$ cat config.mk
export PLATFORM = sky130hd
export DESIGN_NAME = pcu_top
export DESIGN_NICKNAME = d
export VERILOG_FILES = /design/src/pcu_pkg.sv /design/src/pcu_evt_if.sv /design/src/pcu_event_sel.sv /design/src/pcu_top.sv
export VERILOG_INCLUDE_DIRS = /design/src
export SDC_FILE = /design/constraint.sdc
export NUM_CORES = 1
export LEC_CHECK = 0
export BUFFER_PORTS_ARGS = -buffer_cell sky130_fd_sc_hd__buf_2
export CAP_MARGIN = 20
export CORE_ASPECT_RATIO = 1.1
export CORE_UTILIZATION = 35
export CTS_BUF_LIST = sky130_fd_sc_hd__clkbuf_16
export DETAILED_ROUTE_END_ITERATION = 7
export SLEW_MARGIN = 40
export SYNTH_ARGS = -nofsm -noshare
export SYNTH_HDL_FRONTEND = slang
export SYNTH_SLANG_ARGS = --single-unit
$ cat constraint.sdc
create_clock -name pclk -period 3.16 [get_ports pclk]
set_input_delay 0.158 -clock pclk [delete_from_list [all_inputs] [get_ports pclk]]
set_output_delay 0.158 -clock pclk [all_outputs]
set_load 0.1 [all_outputs]
$ cat src/pcu_regs.svh
// Purpose: register offsets, field positions and reset values of the counter unit
// Assumes: APB byte addresses, 32-bit aligned words
// Notes: definitions only
`ifndef PCU_REGS_SVH
`define PCU_REGS_SVH

`define PCU_CTRL_BASE 8'h00
`define PCU_CNT_BASE 8'h04
`define PCU_CHAN_STRIDE 8'h08
`define PCU_STATUS_OFS 8'h20
`define PCU_ADDR_MASK 8'hFC

`define PCU_SEL_LO 0
`define PCU_SEL_W 5
`define PCU_START_LO 8
`define PCU_END_LO 16
`define PCU_TRIG_W 4

`define PCU_CTRL_RST 32'h0000_0000
`define PCU_CNT_RST 32'h0000_0000

`define PCU_TRIG_NONE 4'h0
`define PCU_TRIG_LOW_MAX 4'h6
`define PCU_TRIG_HOLE 4'h7
`define PCU_TRIG_HIGH_MAX 4'hC
`define PCU_TRIG_CH8 4'h8
`define PCU_TRIG_CH9 4'h9

`define PCU_STAT_RUN_LO 0
`define PCU_STAT_DONE_LO 4
`define PCU_STAT_BAD_LO 8
`define PCU_STAT_STEP 12

`endif

$ cat src/pcu_pkg.sv
// Purpose: types shared by the performance counter unit
// Assumes: nothing
// Notes: constants live in pcu_regs.svh
package pcu_pkg;

    typedef enum logic [4:0] {
        SEL_OFF = 5'h00,
        SEL_ELAPSED = 5'h01,
        SEL_PRIV = 5'h02,
        SEL_MASKED = 5'h03,
        SEL_INSN = 5'h04,
        SEL_DUAL = 5'h05,
        SEL_BRANCH = 5'h06,
        SEL_EXC = 5'h07,
        SEL_IRQ = 5'h08,
        SEL_BREAK = 5'h09,
        SEL_STALL_MULTI = 5'h0A,
        SEL_STALL_SINGLE = 5'h0B,
        SEL_TLB_FETCH = 5'h0C,
        SEL_TLB_OPERAND = 5'h0D,
        SEL_FETCH_TLB = 5'h0E,
        SEL_FETCH_ACC = 5'h0F,
        SEL_ICACHE = 5'h10
    } pcu_sel_t;

    typedef enum logic [1:0] {
        ST_IDLE = 2'b00,
        ST_ARMED = 2'b01,
        ST_COUNT = 2'b10,
        ST_DONE = 2'b11
    } pcu_state_t;

    typedef enum logic [1:0] {
        MODE_AUTO = 2'b00,
        MODE_TRIG = 2'b01,
        MODE_BAD = 2'b10
    } pcu_mode_t;

endpackage

$ cat src/pcu_evt_if.sv
// Purpose: processor event bundle carried from the top to the event selectors
// Assumes: all signals synchronous to pclk, one-cycle pulses or levels
// Notes: none
`timescale 1ns/1ps
`default_nettype none
interface pcu_evt_if;
    logic power_on_busy;
    logic priv_mode;
    logic exception_mask_bit;
    logic insn_done;
    logic dual_issue;
    logic uncond_branch;
    logic branch_by_exc;
    logic exception_return;
    logic exc_accept;
    logic irq_accept;
    logic nmi_accept;
    logic [3:0] break_hit;
    logic full_trace;
    logic [3:0] stall_src;
    logic stall_exec;
    logic evc_update;
    logic evc_tlb_fetch;
    logic evc_tlb_operand;
    logic ftlb_miss;
    logic ftlb_valid;
    logic fetch_access;
    logic fetch_cancel;
    logic icache_access;

    modport src (output power_on_busy, priv_mode, exception_mask_bit, insn_done, dual_issue,
        uncond_branch, branch_by_exc, exception_return, exc_accept, irq_accept, nmi_accept,
        break_hit, full_trace, stall_src, stall_exec, evc_update, evc_tlb_fetch,
        evc_tlb_operand, ftlb_miss, ftlb_valid, fetch_access, fetch_cancel, icache_access);
    modport sink (input power_on_busy, priv_mode, exception_mask_bit, insn_done, dual_issue,
        uncond_branch, branch_by_exc, exception_return, exc_accept, irq_accept, nmi_accept,
        break_hit, full_trace, stall_src, stall_exec, evc_update, evc_tlb_fetch,
        evc_tlb_operand, ftlb_miss, ftlb_valid, fetch_access, fetch_cancel, icache_access);
endinterface
`default_nettype wire

$ cat src/pcu_event_sel.sv
// Purpose: turns the selected event class into a per-cycle increment
// Assumes: event inputs are qualified by the core
// Notes: combinational, increment at most four per cycle
`timescale 1ns/1ps
`default_nettype none
module pcu_event_sel (
    input wire logic pclk,
    input wire logic presetn,
    pcu_evt_if.sink evt,
    input wire pcu_pkg::pcu_sel_t sel,
    output logic [2:0] inc
);
    logic [2:0] stall_pop;
    logic elapsed;

    // power-on cycles are never counted as elapsed
    assign elapsed = ~evt.power_on_busy;
    assign stall_pop = 3'({2'b00, evt.stall_src[0]} + {2'b00, evt.stall_src[1]}
        + {2'b00, evt.stall_src[2]} + {2'b00, evt.stall_src[3]});

    always_comb begin
        inc = 3'h0;
        case (sel)
            pcu_pkg::SEL_ELAPSED: inc = {2'b00, elapsed};
            pcu_pkg::SEL_PRIV: inc = {2'b00, elapsed & evt.priv_mode};
            pcu_pkg::SEL_MASKED: inc = {2'b00, elapsed & evt.exception_mask_bit};
            pcu_pkg::SEL_INSN: inc = {1'b0, evt.insn_done & evt.dual_issue,
                evt.insn_done ^ evt.dual_issue};
            pcu_pkg::SEL_DUAL: inc = {2'b00, evt.dual_issue};
            pcu_pkg::SEL_BRANCH: inc = {2'b00, (evt.uncond_branch & ~evt.branch_by_exc)
                | evt.exception_return};
            pcu_pkg::SEL_EXC: inc = {2'b00, evt.exc_accept | evt.irq_accept
                | evt.nmi_accept};
            pcu_pkg::SEL_IRQ: inc = {2'b00, evt.irq_accept | evt.nmi_accept};
            pcu_pkg::SEL_BREAK: inc = {2'b00, |evt.break_hit};
            pcu_pkg::SEL_STALL_MULTI: inc = evt.full_trace ? stall_pop : 3'h0;
            pcu_pkg::SEL_STALL_SINGLE: inc = {2'b00, evt.full_trace & (|evt.stall_src)
                & ~evt.stall_exec};
            pcu_pkg::SEL_TLB_FETCH: inc = {2'b00, evt.evc_update & evt.evc_tlb_fetch};
            pcu_pkg::SEL_TLB_OPERAND: inc = {2'b00, evt.evc_update
                & evt.evc_tlb_operand};
            pcu_pkg::SEL_FETCH_TLB: inc = {2'b00, evt.ftlb_miss & evt.ftlb_valid};
            pcu_pkg::SEL_FETCH_ACC: inc = {2'b00, evt.fetch_access
                & ~evt.fetch_cancel};
            pcu_pkg::SEL_ICACHE: inc = {2'b00, evt.icache_access};
            default: inc = 3'h0;
        endcase
    end

    a_break_or: assert property (@(posedge pclk) disable iff (!presetn)
        sel == pcu_pkg::SEL_BREAK |-> inc == {2'b00, |evt.break_hit})
        else $error("break hits not ored into one count");
    a_single_skip: assert property (@(posedge pclk) disable iff (!presetn)
        (sel == pcu_pkg::SEL_STALL_SINGLE && evt.stall_exec) |-> inc == 3'h0)
        else $error("single stall counted during execution stall");
    a_multi_count: assert property (@(posedge pclk) disable iff (!presetn)
        (sel == pcu_pkg::SEL_STALL_MULTI && evt.full_trace)
        |-> inc == 3'($countones(evt.stall_src)))
        else $error("coinciding stall sources not counted apiece");
endmodule
`default_nettype wire

$ cat src/pcu_top.sv
// Purpose: four-channel processor performance counter with APB registers
// Assumes: event inputs synchronous to pclk; event conditions arrive as levels
// Notes: counts freeze at the end trigger until software reads them
`timescale 1ns/1ps
`default_nettype none
`include "pcu_regs.svh"

// Behaviour
// - no triggers: run-start to any condition
// - only one trigger set: channel measures nothing
// - configured triggers on an enabled channel forbid single-step execution
// - four channels, triggers from conditions 1-6, 8-12
// - channels one and two refuse conditions 8, 9
// - four channels at once; disabled selection counts nothing
// - elapsed cycles, power-on period excluded
// - elapsed cycles in privileged mode only
// - elapsed cycles with exception mask bit set
// - completed instructions plus dual-issue cycles
// - one count per dual-issue cycle
// - unconditional branches, not exception entries, plus returns
// - exceptions with interrupts; interrupts with non-maskable
// - any break channel hit counts once
// - full-trace stalls, each source counted apart
// - full-trace stall skipped during execution stall
// - fetch translation-miss exceptions per event-code update
// - operand translation-miss exceptions per event-code update
// - fetch buffer misses on valid accesses only
// - fetch accesses incl. speculative, prefetch; cancelled excluded
// - instruction cache accesses during opcode fetch
module pcu_top (
    input wire logic pclk,
    input wire logic presetn,
    input wire logic psel,
    input wire logic penable,
    input wire logic pwrite,
    input wire logic [7:0] paddr,
    input wire logic [31:0] pwdata,
    output logic [31:0] prdata,
    output logic pready,
    output logic pslverr,
    input wire logic exec_start,
    input wire logic [12:0] evcond,
    input wire logic power_on_busy,
    input wire logic priv_mode,
    input wire logic exception_mask_bit,
    input wire logic insn_done,
    input wire logic dual_issue,
    input wire logic uncond_branch,
    input wire logic branch_by_exc,
    input wire logic exception_return,
    input wire logic exc_accept,
    input wire logic irq_accept,
    input wire logic nmi_accept,
    input wire logic [3:0] break_hit,
    input wire logic full_trace,
    input wire logic [3:0] stall_src,
    input wire logic stall_exec,
    input wire logic evc_update,
    input wire logic evc_tlb_fetch,
    input wire logic evc_tlb_operand,
    input wire logic ftlb_miss,
    input wire logic ftlb_valid,
    input wire logic fetch_access,
    input wire logic fetch_cancel,
    input wire logic icache_access,
    output logic step_inhibit
);
    localparam int NCH = 4;

    pcu_evt_if evt ();

    logic [31:0] ctrl [NCH];
    logic [31:0] cnt [NCH];
    pcu_pkg::pcu_state_t st [NCH];
    pcu_pkg::pcu_mode_t mode [NCH];
    pcu_pkg::pcu_sel_t sel [NCH];
    logic [2:0] inc [NCH];
    logic [NCH-1:0] ctrl_wr;
    logic [NCH-1:0] cnt_rd;
    logic [NCH-1:0] start_go;
    logic [NCH-1:0] end_go;
    logic [NCH-1:0] trig_cfg;
    logic [NCH-1:0] bad_cfg;
    logic apb_done;
    logic [31:0] next_rdata;
    logic next_err;

    assign evt.power_on_busy = power_on_busy;
    assign evt.priv_mode = priv_mode;
    assign evt.exception_mask_bit = exception_mask_bit;
    assign evt.insn_done = insn_done;
    assign evt.dual_issue = dual_issue;
    assign evt.uncond_branch = uncond_branch;
    assign evt.branch_by_exc = branch_by_exc;
    assign evt.exception_return = exception_return;
    assign evt.exc_accept = exc_accept;
    assign evt.irq_accept = irq_accept;
    assign evt.nmi_accept = nmi_accept;
    assign evt.break_hit = break_hit;
    assign evt.full_trace = full_trace;
    assign evt.stall_src = stall_src;
    assign evt.stall_exec = stall_exec;
    assign evt.evc_update = evc_update;
    assign evt.evc_tlb_fetch = evc_tlb_fetch;
    assign evt.evc_tlb_operand = evc_tlb_operand;
    assign evt.ftlb_miss = ftlb_miss;
    assign evt.ftlb_valid = ftlb_valid;
    assign evt.fetch_access = fetch_access;
    assign evt.fetch_cancel = fetch_cancel;
    assign evt.icache_access = icache_access;

    // trigger code legal for a channel; 0 means none configured
    function automatic logic trig_legal(input int ch, input logic [3:0] code);
        logic ok;
        ok = (code != `PCU_TRIG_NONE) && (code != `PCU_TRIG_HOLE)
            && (code <= `PCU_TRIG_HIGH_MAX);
        if (ch < 2 && (code == `PCU_TRIG_CH8 || code == `PCU_TRIG_CH9)) begin
            ok = 1'b0;
        end
        return ok;
    endfunction

    function automatic pcu_pkg::pcu_mode_t trig_mode(input int ch, input logic [31:0] c);
        logic [3:0] s;
        logic [3:0] e;
        s = c[`PCU_START_LO +: `PCU_TRIG_W];
        e = c[`PCU_END_LO +: `PCU_TRIG_W];
        if (s == `PCU_TRIG_NONE && e == `PCU_TRIG_NONE) begin
            return pcu_pkg::MODE_AUTO;
        end else if (trig_legal(ch, s) && trig_legal(ch, e)) begin
            return pcu_pkg::MODE_TRIG;
        end else begin
            return pcu_pkg::MODE_BAD;
        end
    endfunction

    // address decode: 0 none, 1 control, 2 count, 3 status; chan gives the channel
    function automatic logic [1:0] addr_kind(input logic [7:0] a);
        logic [7:0] w;
        w = a & `PCU_ADDR_MASK;
        if (a[1:0] != 2'b00) begin
            return 2'h0;
        end else if (w == `PCU_STATUS_OFS) begin
            return 2'h3;
        end else if (w < `PCU_STATUS_OFS && w[2] == 1'b0) begin
            return 2'h1;
        end else if (w < `PCU_STATUS_OFS) begin
            return 2'h2;
        end else begin
            return 2'h0;
        end
    endfunction

    function automatic logic [1:0] addr_chan(input logic [7:0] a);
        return a[4:3];
    endfunction

    // one wait state keeps read data a clean flop output
    assign apb_done = psel & penable & pready;

    always_ff @(posedge pclk or negedge presetn) begin
        if (!presetn) begin
            pready <= 1'b0;
        end else begin
            pready <= psel & penable & ~pready;
        end
    end

    // status is side-effect free, so software may poll it
    always_comb begin
        next_rdata = 32'h0000_0000;
        next_err = 1'b0;
        case (addr_kind(paddr))
            2'h1: next_rdata = ctrl[addr_chan(paddr)];
            2'h2: next_rdata = cnt[addr_chan(paddr)];
            2'h3: begin
                for (int i = 0; i < NCH; i++) begin
                    next_rdata[`PCU_STAT_RUN_LO + i] = (st[i] == pcu_pkg::ST_COUNT);
                    next_rdata[`PCU_STAT_DONE_LO + i] = (st[i] == pcu_pkg::ST_DONE);
                    next_rdata[`PCU_STAT_BAD_LO + i] = bad_cfg[i];
                end
                next_rdata[`PCU_STAT_STEP] = step_inhibit;
            end
            default: next_err = 1'b1;
        endcase
    end

    always_ff @(posedge pclk or negedge presetn) begin
        if (!presetn) begin
            prdata <= 32'h0000_0000;
            pslverr <= 1'b0;
        end else if (psel && penable && !pready) begin
            prdata <= pwrite ? 32'h0000_0000 : next_rdata;
            pslverr <= next_err;
        end else begin
            prdata <= 32'h0000_0000;
            pslverr <= 1'b0;
        end
    end

    // single-step is refused while any enabled channel has triggers configured
    always_ff @(posedge pclk or negedge presetn) begin
        if (!presetn) begin
            step_inhibit <= 1'b0;
        end else begin
            step_inhibit <= |trig_cfg;
        end
    end

    a_step_block: assert property (@(posedge pclk) disable iff (!presetn)
        (|trig_cfg) |=> step_inhibit)
        else $error("single step not inhibited with triggers set");
    a_step_free: assert property (@(posedge pclk) disable iff (!presetn)
        !(|trig_cfg) |=> !step_inhibit)
        else $error("step inhibited without triggers");

    a_apb_wait: assert property (@(posedge pclk) disable iff (!presetn)
        (psel && penable && !pready) |=> pready)
        else $error("apb answer late");

    genvar g;
    generate
        for (g = 0; g < NCH; g++) begin : gen_chan
            assign ctrl_wr[g] = apb_done & pwrite & (addr_kind(paddr) == 2'h1)
                & (addr_chan(paddr) == 2'(g));
            assign cnt_rd[g] = apb_done & ~pwrite & (addr_kind(paddr) == 2'h2)
                & (addr_chan(paddr) == 2'(g));
            assign sel[g] = pcu_pkg::pcu_sel_t'(ctrl[g][`PCU_SEL_LO +: `PCU_SEL_W]);
            assign mode[g] = trig_mode(g, ctrl[g]);
            assign trig_cfg[g] = (mode[g] == pcu_pkg::MODE_TRIG) && (sel[g] != pcu_pkg::SEL_OFF);
            assign bad_cfg[g] = (mode[g] == pcu_pkg::MODE_BAD) && (sel[g] != pcu_pkg::SEL_OFF);

            // bad codes still index evcond, but only auto and trig modes arm
            assign start_go[g] = (mode[g] == pcu_pkg::MODE_AUTO) ? exec_start
                : evcond[ctrl[g][`PCU_START_LO +: `PCU_TRIG_W]];
            assign end_go[g] = (mode[g] == pcu_pkg::MODE_AUTO) ? (|evcond)
                : evcond[ctrl[g][`PCU_END_LO +: `PCU_TRIG_W]];

            pcu_event_sel i_pcu_event_sel (
                .pclk(pclk),
                .presetn(presetn),
                .evt(evt),
                .sel(sel[g]),
                .inc(inc[g])
            );

            // unused control bits read back as zero
            always_ff @(posedge pclk or negedge presetn) begin
                if (!presetn) begin
                    ctrl[g] <= `PCU_CTRL_RST;
                end else if (ctrl_wr[g]) begin
                    ctrl[g] <= pwdata & 32'h000F_0F1F;
                end
            end

            // channels run independently, so four selections count at once
            always_ff @(posedge pclk or negedge presetn) begin
                if (!presetn) begin
                    st[g] <= pcu_pkg::ST_IDLE;
                end else if (ctrl_wr[g]) begin
                    st[g] <= pcu_pkg::ST_IDLE;
                end else begin
                    case (st[g])
                        pcu_pkg::ST_IDLE: begin
                            if (sel[g] != pcu_pkg::SEL_OFF && mode[g] != pcu_pkg::MODE_BAD) begin
                                st[g] <= pcu_pkg::ST_ARMED;
                            end
                        end
                        pcu_pkg::ST_ARMED: begin
                            if (start_go[g]) begin
                                st[g] <= pcu_pkg::ST_COUNT;
                            end
                        end
                        pcu_pkg::ST_COUNT: begin
                            if (end_go[g]) begin
                                st[g] <= pcu_pkg::ST_DONE;
                            end
                        end
                        default: begin
                            if (cnt_rd[g]) begin
                                st[g] <= pcu_pkg::ST_ARMED;
                            end
                        end
                    endcase
                end
            end

            // the end cycle itself is not counted
            always_ff @(posedge pclk or negedge presetn) begin
                if (!presetn) begin
                    cnt[g] <= `PCU_CNT_RST;
                end else if (st[g] == pcu_pkg::ST_ARMED && start_go[g] && !ctrl_wr[g]) begin
                    cnt[g] <= `PCU_CNT_RST;
                end else if (st[g] == pcu_pkg::ST_COUNT && !end_go[g] && !ctrl_wr[g]) begin
                    cnt[g] <= cnt[g] + {29'h0, inc[g]};
                end
            end

            a_half_trig: assert property (@(posedge pclk) disable iff (!presetn)
                bad_cfg[g] |-> st[g] != pcu_pkg::ST_COUNT)
                else $error("half-configured channel counting");

            a_low_chan: assert property (@(posedge pclk) disable iff (!presetn)
                (g < 2 && ctrl[g][`PCU_START_LO +: `PCU_TRIG_W] == `PCU_TRIG_CH8)
                |-> mode[g] == pcu_pkg::MODE_BAD)
                else $error("low channel accepted condition eight");

            a_low_end: assert property (@(posedge pclk) disable iff (!presetn)
                (g < 2 && ctrl[g][`PCU_END_LO +: `PCU_TRIG_W] == `PCU_TRIG_CH9)
                |-> mode[g] == pcu_pkg::MODE_BAD)
                else $error("low channel accepted condition nine");

            a_start_clear: assert property (@(posedge pclk) disable iff (!presetn)
                (st[g] == pcu_pkg::ST_ARMED && start_go[g] && !ctrl_wr[g])
                |=> (st[g] == pcu_pkg::ST_COUNT && cnt[g] == 32'h0000_0000))
                else $error("start trigger did not clear and run");

            a_hold_done: assert property (@(posedge pclk) disable iff (!presetn)
                (st[g] == pcu_pkg::ST_DONE && !cnt_rd[g] && !ctrl_wr[g])
                |=> (st[g] == pcu_pkg::ST_DONE && $stable(cnt[g])))
                else $error("finished count not held");

            a_auto_stop: assert property (@(posedge pclk) disable iff (!presetn)
                (st[g] == pcu_pkg::ST_COUNT && mode[g] == pcu_pkg::MODE_AUTO
                && (|evcond) && !ctrl_wr[g]) |=> st[g] == pcu_pkg::ST_DONE)
                else $error("untriggered channel missed its stop");

            a_count_add: assert property (@(posedge pclk) disable iff (!presetn)
                (st[g] == pcu_pkg::ST_COUNT && !end_go[g] && !ctrl_wr[g])
                |=> cnt[g] == $past(cnt[g]) + {29'h0, $past(inc[g])})
                else $error("counter did not add the increment");

            a_off_quiet: assert property (@(posedge pclk) disable iff (!presetn)
                (sel[g] == pcu_pkg::SEL_OFF && st[g] == pcu_pkg::ST_IDLE && !ctrl_wr[g])
                |=> (st[g] == pcu_pkg::ST_IDLE && $stable(cnt[g])))
                else $error("disabled channel left idle");
        end
    endgenerate
endmodule
`default_nettype wire

### Word-level counts from Yosys, hierarchy flattened

Index checks and enable logic that the tools add are counted.
Widths: inputs -> output; s select.

| word-level totals | value |
|---|---|
| bits in registers | 223 |
| output and inout bits | 35 |
| word-level logic and storage cells | 410 |

| cells by class | value |
|---|---|
| add/sub/neg operators | 7 |
| magnitude comparators | 18 |
| equal/unequal tests | 123 |
| muxes and demuxes | 93 |
| bitwise operators | 38 |
| reduce and logical (&&, ||, !) cells | 115 |

Operator list:

| operator | count |
|---|---|
| $mux 32 | 14 |
| $pmux 3 s16 | 4 |
| $eq 5x4->1 const B | 32 |
| $add 32x3->32 | 4 |
| $bmux 32 s2 | 2 |
| $eq 5x3->1 const B | 16 |
| $mux 2 | 32 |
| $logic_and 1x1->1 | 55 |
| $eq 5x2->1 const B | 8 |
| $lt 4x5->1 const B | 8 |
| $reduce_bool 5->1 | 8 |
| $pmux 13 s3 | 1 |
| $pmux 19 s2 | 1 |
| $ne 3x3->1 const B | 12 |
| $bmux 1 s4 | 8 |
| $eq 2x2->1 const B | 16 |
| $eq 4x4->1 const B | 8 |
| $le 4x4->1 const B | 8 |
| $logic_not 4->1 | 8 |
| $ne 4x3->1 const B | 8 |
| $reduce_bool 4->1 | 8 |
| $mux 1 | 26 |
| $and 1x1->1 | 25 |
| $pmux 2 s3 | 4 |
| other kinds (22) | 78 |

### Logic depth before layout (Yosys ltp)

Gate-level depths: netlist (run 1).

| depth | value |
|---|---|
| depth after elaboration | 15 |
| depth in mapped cells | 19 |
| depth with buffers taken out | 18 |

### Cells and area by module

From an unflattened synthesis (run 1), not the netlist that was laid out.

| second synthesis, totals | value |
|---|---|
| cells, all modules | 1595 |
| area total of the unflattened synthesis | 15379.8 sq um |

By module, submodules not included:

| module | instances | cells an instance | area an instance (sq um) | seq. area each (sq um) |
|---|---|---|---|---|
| pcu_top | 1 | 1391 | 13858.3 | 5580.4 |
| pcu_event_sel | 4 | 51 | 380.4 | 0.0 |

### Worst setup path after synthesis (run 1)

No wires, ideal clock.

| timing | value |
|---|---|
| path type | input-to-reg |
| start | in stall_src[0] |
| end | reg cnt[114] (netlist bit) |
| setup time | 77 ps |
| data arrival time | 3259 ps |
| data required time | 3083 ps |
| slack | -176 ps |
| stages on the path | 17 |
| buffers on the path | 1 |
| path through | inv_1 ha_1 inv_1 fa_1 nand2b_1 o221ai_1 a22oi_1 o22ai_1 ha_1 fa_1 a21o_2 nand2_1 a211oi_1 nand3_1 clkbuf_1 or4_2 a21oi_1 |

| on the way | value |
|---|---|
| word-level cells in the longest chain between the ends | 8 |
| elaborated cells between the ends (all ways) | 11 |
| those cells by class | add/sub (4); mux (4); bitwise (2); reduce/logical (1) |

Ends and longest elaborated chain:

| item | line | text |
|---|---|---|
| from (decl) | pcu_top.sv:56 | `input wire logic [3:0] stall_src,` |
| $add 1x1->2 | pcu_event_sel.sv:18 | `assign stall_pop = 3'({2'b00, evt.stall_src[0]} + {2'b00, evt.stall_src[1]}` |
| $add 3x1->3 (2 in a row) | pcu_event_sel.sv:19 | `+ {2'b00, evt.stall_src[2]} + {2'b00, evt.stall_src[3]});` |
| $mux 3 | pcu_event_sel.sv:36 | `pcu_pkg::SEL_STALL_MULTI: inc = evt.full_trace ? stall_pop : 3'h0;` |
| $pmux 3 s16 * | pcu_event_sel.sv:23 | `case (sel)` |
| $add 32x3->32 * | pcu_top.sv:295 | `cnt[g] <= cnt[g] + {29'h0, inc[g]};` |
| $mux 32 * | pcu_top.sv:294 | `end else if (st[g] == pcu_pkg::ST_COUNT && !end_go[g] && !ctrl_wr[g]) begin` |
| $mux 32 * | pcu_top.sv:292 | `end else if (st[g] == pcu_pkg::ST_ARMED && start_go[g] && !ctrl_wr[g]) begin` |
| to (signal, indexed assignment) | pcu_top.sv:291 | `` cnt[g] <= `PCU_CNT_RST; `` |
| to (signal, indexed assignment) | pcu_top.sv:293 | `` cnt[g] <= `PCU_CNT_RST; `` |
| to (signal, indexed assignment) | pcu_top.sv:295 |  |
| to (decl) | pcu_top.sv:73 | `logic [31:0] cnt [NCH];` |

Every way passes the cells marked *; elsewhere a longest branch is shown, timed or not. The select of a mux whose other input is x is not followed.
A chain may end at the register's enable or synchronous reset.

### Final worst setup path (run 1)

| timing | value |
|---|---|
| start | reg ctrl[96] (netlist bit) |
| end | reg cnt[120] (netlist bit) |

| on the way | value |
|---|---|
| word-level cells in the longest chain between the ends | 5 |
| elaborated cells between the ends (all ways) | 20 |
| those cells by class | add/sub (1); eq/ne (16); mux (3) |

Ends and longest elaborated chain:

| item | line | text |
|---|---|---|
| from (decl) | pcu_top.sv:72 | `logic [31:0] ctrl [NCH];` |
| from (signal, indexed assignment) | pcu_top.sv:250 | `` ctrl[g] <= `PCU_CTRL_RST; `` |
| from (signal, indexed assignment) | pcu_top.sv:252 | `ctrl[g] <= pwdata & 32'h000F_0F1F;` |
| $eq 5x5->1, or another cell as far along | pcu_event_sel.sv:23 |  |
| $pmux 3 s16 * | pcu_event_sel.sv:23 |  |
| $add 32x3->32 * | pcu_top.sv:295 |  |
| $mux 32 * | pcu_top.sv:294 |  |
| $mux 32 * | pcu_top.sv:292 |  |

Marked as above.

==> results of run 1 <==
## cell type report
class | instances | area, um2 | share of cell area [%]
repair buffers | 254 | 1852 | 10.10
clock buffers | 26 | 650.6 | 3.550
inverters | 54 | 217.7 | 1.188
clock inverters | 19 | 240.2 | 1.311
well taps | 560 | 700.7 | 3.823
multi-input cells | 1224 | 9077 | 49.53
flip-flops and latches | 223 | 5590 | 30.50
## cells in the final DEF, fill, tap and decap left out, types with 19 or more instances in the layout
cell       instances
nor3_1            30
inv_1             54
o21ai_0           61
xor2_1            36
mux4_2            61
nor4_1            33
mux2i_1           27
xnor2_1           27
ha_1              36
dfrtp_1          215
buf_2             99
or3_1             41
nand3_1           55
and3_1            29
nand4_1           44
a21oi_1           71
a21oi_2           20
clkbuf_16         27
nor2_1           130
nand2_1          185
o31ai_1           27
buf_4            119
or4_1             19
## per-stage QoR
stage               total power, mW  setup TNS, ns
finish                        7.974        -0.1055
global route                  8.325        -0.7052
CTS                           7.988        -0.1527
detailed placement            4.746         -35.45
global placement              4.697         -32.93
floorplan                     4.121        -0.3951
## repair_timing
item                                    in CTS  in global routing
setup buffers                                2                  9
pin swaps                                   13                 38
hold buffers                                17                  0
endpoints found under the setup margin      32                 76
hold endpoints to repair                   134                  0
gates cloned                                 0                  2
resized for setup                           20                 88
## where the power goes
| part | internal, mW | leakage (nW) | switching, mW |
|---|---|---|---|
| sequential | 2.96 | 3.02 | 0.125 |
| combinational | 0.675 | 4.44 | 1.02 |
| clock | 1.91 | 0.443 | 1.28 |
## flip-flops by register name (all words and copies together) (netlist names)
| signal | count |
|---|---|
| pslverr | 1 |
| cnt | 128 |
| step_inhibit | 1 |
| st | 8 |
| pready | 1 |
| prdata | 32 |
| ctrl | 52 |
## final timing paths
| kind | from | endpoint | slack, ns | depth (start not counted) |
|---|---|---|---|---|
| hold / removal | paddr[0] | prdata[19]$_DFF_PN0_ | 0.1 | 5 |
| hold reg to reg | ctrl[32]$_DFFE_PN0P_ | ctrl[32]$_DFFE_PN0P_ | 0.55 | 2 |
| setup / recovery | ctrl[96]$_DFFE_PN0P_ | cnt[120]$_DFFE_PN0P_ | -0.04 | 14 |
| max in group asynchronous | presetn | prdata[14]$_DFF_PN0_ | 2.08 | 3 |
| min in group asynchronous | presetn | ctrl[64]$_DFFE_PN0P_ | 0.16 | 2 |
| setup reg to reg | ctrl[96]$_DFFE_PN0P_ | cnt[120]$_DFFE_PN0P_ | -0.04 | 14 |
## cells by family (layout without fill, tap and decap cells)
group           after synthesis  count (layout)
simple gates                687             687
buf+inv                     165             353
fa+ha+maj                    48              48
xor+xnor                     63              63
flops                       223             223
compound gates              319             319
mux                         107             107
## worst reg2reg max path: cells and delay by family, from the launching register on
| kind | cells | cell delay, ns |
|---|---|---|
| AOI/OAI and AO/OA | 6 | 0.83 |
| and+or+nand+nor | 4 | 1.02 |
| buffers and inverters | 1 | 0.15 |
| DFF | 1 | 0.44 |
| muxes | 1 | 0.22 |
| adders and majority gates | 2 | 0.46 |
## metal layers
layer | vias up | part of all wire, % | global-route usage (%)
met3 | 83 | 7.1 | 3.642
met2 | 531 | 48 | 37.17
met1 | 6935 | 43 | 30.53
met5 | - | 0 | 0
li1 | 6312 | - | -
met4 | 0 | 2.3 | 5.846
==> results.py, run 1 <==
metrics = {
    "power_and_ir_drop": {
        "power.density_nw_per_um2": 435.0,
        "ir_worst_vdd_mv": 0.2670,
        "p_leak_nw": 7.899,
    },
    "final_layout": {
        "fillers": 4073,
        "drive_gt1_share_pct": 26.11,
        "finalNonFillerCells": 2360,
        "fin_util_pct": 44.09,
        "antenna_cells": 0,
        "nets": 1916,
        "area_growth_pct": 23.05,
        "fin_area_um2": 18330,
    },
    "yosys": {
        "yosysWarnings": 0,
        "synth_simple_gate_area_share_pct": 23.55,
        "synth.most_common_cell": "dfrtp_1",
        "synth_ff_type": "dfrtp_1",
        "synth.avg_cell_area_um2": 9.240,
        "synth_fa_ha_area_share_pct": 4.234,
        "ys_async_sr_fraction_pct": 100.0,
        "ys_top_cells_by_area": "dfrtp_1 (37%), mux4_2 (9.2%), nand2_1 (4.7%)",
        "synth_nets": 1745,
        "ys_types": 79,
        "ys_seq_area_share_pct": 37.46,
        "synthCells": 1612,
        "syn_area_um2": 14900,
        "synth_common_cells": "dfrtp_1 (223), nand2_1 (186), nor2_1 (133)",
        "synth_top_cell_by_area": "dfrtp_1",
        "synth_mux_area_share_pct": 12.57,
        "synth_edf_count": 0,
        "synth_compound_area_share_pct": 14.01,
        "synth-xor-area-share_pct": 3.704,
        "synth_top_area_share_pct": 37.46,
        "ys_ff_latch": 223,
        "synth_top_family_by_area": "simple AND/OR/NAND/NOR gates",
    },
    "sta": {
        "drv_slew": 0,
        "whs_ns": 0.09695,
        "rsz0062_at_grt": "true",
        "slew_headroom_pct": 45.45,
        "fmax_mhz": 312.4,
        "worstMarginPinSlew_ns": 0.8113,
        "fin_crit_ns": 3.201,
        "post-route-period-util_pct": 101.3,
        "hold_violations": 0,
        "clock_skew_ns": 0.01679,
        "setup_violations": 4,
        "setup_ws_ns": -0.04078,
    },
    "outcome": {
        "violations": "setup timing",
        "outcome": "finished, violations left",
    },
    "routing": {
        "totalWireLength_um": 49030,
        "dr.pass1.iters": 5,
        "post_drt_via_cell_ratio": 5.873,
        "drtAntennaViolNets": 0,
        "dr_total_vias": 13860,
        "routedWlPerCell_um": 20.77,
        "drtIter0Drc": 1123,
        "drc_errors": 0,
    },
    "critical_path": {
        "critPathRequiredTime_ns": 3.65,
        "slowest_stage": "dfrtp_2",
        "startpoint_type": "flop",
        "endpoint_kind": "flop",
        "crit_chain": "mux2_4 > and3_4 > a21oi_2 > o22ai_2 > a22oi_2 > o22ai_2 > ha_2 > fa_2 > a21o_4 > nand2_4 > buf_6 > or3_4 > or4_1 > a21oi_2",
        "critPathMaxStageDelay_ns": 0.44,
        "worst-path-max-fanout": 4,
        "worstSetupPathType": "flop to flop",
        "cp.arrival_ns": 3.69,
        "cp_num_buf_inv": 1,
        "cpLargestDelayFamily": "simple AND/OR/NAND/NOR gates",
    },
    "job": {
        "max_cap_viol_count": 0,
    },
    "global_route": {
        "grt_overflow": 0,
        "grt_pass1_wl_um": 76760,
        "grt_usage_pct": 22.52,
        "grt_max_degree": 85,
        "antenna_found_initial": 0,
        "grt_pass1_vias": 13410,
    },
    "floorplanning": {
        "coreArea_um2": 41570,
        "die_w_um": 198.7,
        "initial_core_util_pct": 35.83,
        "row_count": 78,
        "die_y_um": 218.4,
        "fp.dieArea_um2": 43390,
        "pin_count": 123,
    },
    "placement": {
        "numPortBuffers": 103,
        "gp_congestion": 0.9259,
        "dp_hpwl_um": 35790,
        "placed_cells": 2285,
        "place_worst_setup_slack_ns": -0.6930,
        "placed_cell_area_um2": 16730,
    },
    "clock_network": {
        "insertion_delay_ns": 0.56,
        "cts_made_buffers": 26,
        "cts_tree": "built",
        "htreeDepth": 1,
        "clockBufferDepth": 3,
        "cts.clk_slew.worst_paths_ns": 0.06,
        "numClockSinks": 223,
        "root_buffer": "clkbuf_16",
    },
    "worst_hold_path": {
        "hp-class": "input pin to flop",
    },
}
No activity file was read; power rests on OpenSTA's default activity.
==> run 2, diff against run 1 <==
Settings changed: PLACE_DENSITY set to 0.59, REMOVE_ABC_BUFFERS set to 1.
==> run 2 against run 1 <==
Highest routed layer unchanged; largest power group is now sequential cells; the flow still finishes with violations (setup timing); power is 6.1% lower; register-to-register slack lost 0.02 ns; die area stayed put.
==> results.py, run 2 (synthesized netlist as in run 1, its figures left out) <==
metrics = {
    "clock_network": {
        "cts.clk_slew.worst_paths_ns": 0.06,
        "cts_made_buffers": 25,
        "insertion_delay_ns": 0.55,
        "root_buffer": "clkbuf_16",
        "numClockSinks": 223,
        "htreeDepth": 1,
        "clockBufferDepth": 3,
        "cts_tree": "built",
    },
    "critical_path": {
        "crit_chain": "mux2_4 > and3_4 > a21oi_4 > o22ai_2 > a22oi_2 > o22ai_2 > ha_2 > fa_2 > a21o_4 > nand2_4 > a211oi_4 > nand3_4 > buf_4 > or4_4 > a21oi_2",
        "cpLargestDelayFamily": "compound AO/OA/AOI/OAI gates",
        "worstSetupPathType": "flop to flop",
        "critPathRequiredTime_ns": 3.63,
        "endpoint_kind": "flop",
        "cp.arrival_ns": 3.69,
        "cp_common_cell": "o22ai_2",
        "slowest_stage": "dfrtp_2",
        "startpoint_type": "flop",
        "critPathMaxStageDelay_ns": 0.45,
        "worst-path-max-fanout": 6,
        "cp_num_buf_inv": 1,
    },
    "final_layout": {
        "largest-register": "cnt",
        "final_cell_mix": "dfrtp_1 (216), nand2_1 (185), buf_4 (149), nor2_1 (131), buf_2 (102)",
        "drive_gt1_share_pct": 27.25,
        "biggestRegsByFlops": "cnt x128, ctrl x52, prdata x32",
        "fillers": 4041,
        "largest_register_ff_count": 128,
        "antenna_cells": 0,
        "area_growth_pct": 23.28,
        "final_common_cell": "dfrtp_1",
        "nets": 1947,
    },
    "global_route": {
        "grt_usage_pct": 23.03,
        "antenna_found_initial": 0,
        "grt_pass1_vias": 13520,
        "grt_max_degree": 95,
        "grt_overflow": 0,
        "grt_pass1_wl_um": 77620,
    },
    "sta": {
        "clock_skew_ns": 0.01316,
        "hold_violations": 0,
        "setup_violations": 10,
        "drv_slew": 0,
        "worstMarginPinSlew_ns": 0.8132,
        "slew_headroom_pct": 45.32,
        "setup_ws_ns": -0.05770,
        "fin_crit_ns": 3.218,
        "post-route-period-util_pct": 101.8,
        "rsz0062_at_grt": "true",
        "fmax_mhz": 310.8,
    },
    "worst_hold_path": {
        "hp-class": "input pin to asynchronous set/reset pin",
    },
    "routing": {
        "dr_total_vias": 13990,
        "totalWireLength_um": 50160,
        "dr.pass1.iters": 5,
        "drtAntennaViolNets": 0,
        "drtIter0Drc": 1279,
        "routedWlPerCell_um": 20.98,
        "post_drt_via_cell_ratio": 5.853,
        "drc_errors": 0,
    },
    "floorplanning": {
        "fp.dieArea_um2": 43390,
        "coreArea_um2": 41570,
        "die_w_um": 198.7,
        "initial_core_util_pct": 35.83,
        "die_y_um": 218.4,
        "row_count": 78,
        "pin_count": 123,
    },
    "outcome": {
        "outcome": "finished, violations left",
        "violations": "setup timing",
    },
    "power_and_ir_drop": {
        "p_leak_nw": 7.939,
        "power.density_nw_per_um2": 407.5,
        "seq_power_share_pct": 41.3,
        "power_mw": 7.484,
        "switching_share_pct": 32.41,
        "p_switching_mw": 2.425,
        "pwr-share-clk_pct": 36.0,
        "ir_worst_vdd_mv": 0.2915,
        "p_int_mw": 5.058,
        "comb_power_share_pct": 22.8,
    },
    "placement": {
        "numPortBuffers": 103,
        "place_worst_setup_slack_ns": -0.7923,
        "gp_congestion": 0.9744,
        "dp_hpwl_um": 36100,
    },
    "job": {
        "max_cap_viol_count": 0,
    },
}
run 2: cell count changes in the layout (fill, tap and decap cells not counted), moves of 3 or more:
cell,change
buf_12,-5
buf_4,+30
bufinv_16,-5
buf_6,+3
buf_2,+3
or3_4,+3
or3_1,-3
run 2: path summary, 6_finish.rpt:
| check | from | endpoint | slack, ns | cells past startpoint |
|---|---|---|---|---|
| max | ctrl[96]$_DFFE_PN0P_ | cnt[114]$_DFFE_PN0P_ | -0.06 | 15 |
| min | presetn | ctrl[64]$_DFFE_PN0P_ | 0.05 | 2 |
| max reg2reg | ctrl[96]$_DFFE_PN0P_ | cnt[114]$_DFFE_PN0P_ | -0.06 | 15 |
| min reg2reg | cnt[2]$_DFFE_PN0P_ | cnt[2]$_DFFE_PN0P_ | 0.55 | 2 |
| max in group asynchronous | presetn | pready$_DFF_PN0_ | 2.40 | 3 |
| min in group pclk | paddr[0] | prdata[19]$_DFF_PN0_ | 0.10 | 5 |
run 2: area by class of cell:
class | count | area [um2] | share of cell area (%)
repair buffers | 286 | 2051 | 11.17
well taps | 560 | 700.7 | 3.815
multi-input cells | 1224 | 9089 | 49.49
clock buffers | 25 | 625.6 | 3.407
flip-flops and latches | 223 | 5589 | 30.44
clock inverters | 19 | 101.3 | 0.5519
inverters | 54 | 207.7 | 1.131
run 2: through the flow:
step	hold WS [ns]	cells	setup TNS, ns	area [um2]	utilization (%)
2_1_floorplan	-0.1376	1501	-17.78	14430	-
3_3_place_gp	0.2216	2302	-41.65	16750	40.28
3_5_place_dp	0.2162	2302	-44.41	16760	40.32
4_1_cts	0.08783	2368	-0.9331	17780	42.77
5_1_grt	0.04956	2391	-3.867	18360	44.17
6_report	0.04503	2391	-0.2523	18360	44.17
run 2: timing repair:
item,in CTS,in global routing
endpoints found under the setup margin,52,85
pin swaps,18,63
hold buffers,17,0
endpoints found under the hold margin,144,0
buffers inserted,5,20
gates cloned,0,4
resized for setup,22,106
run 2: per-layer routing:
layer / track usage (%) / up-vias / wire length (um)
met5: 0 / - / 0
li1: - / 6389 / -
met2: 37.02 / 526 / 23390
met1: 31.77 / 6977 / 21690
met4: 8.308 / 0 / 1839
met3: 2.809 / 102 / 3244
run 2: power groups by stage:
stage | Sequential, mW | Combinational, mW | Clock (mW)
floorplan | 3.12 | 0.910 | 0
global placement | 3.13 | 1.55 | 0
detailed placement | 3.13 | 1.60 | 0
CTS | 3.08 | 1.64 | 2.74
global route | 3.10 | 1.86 | 2.86
finish | 3.09 | 1.70 | 2.69
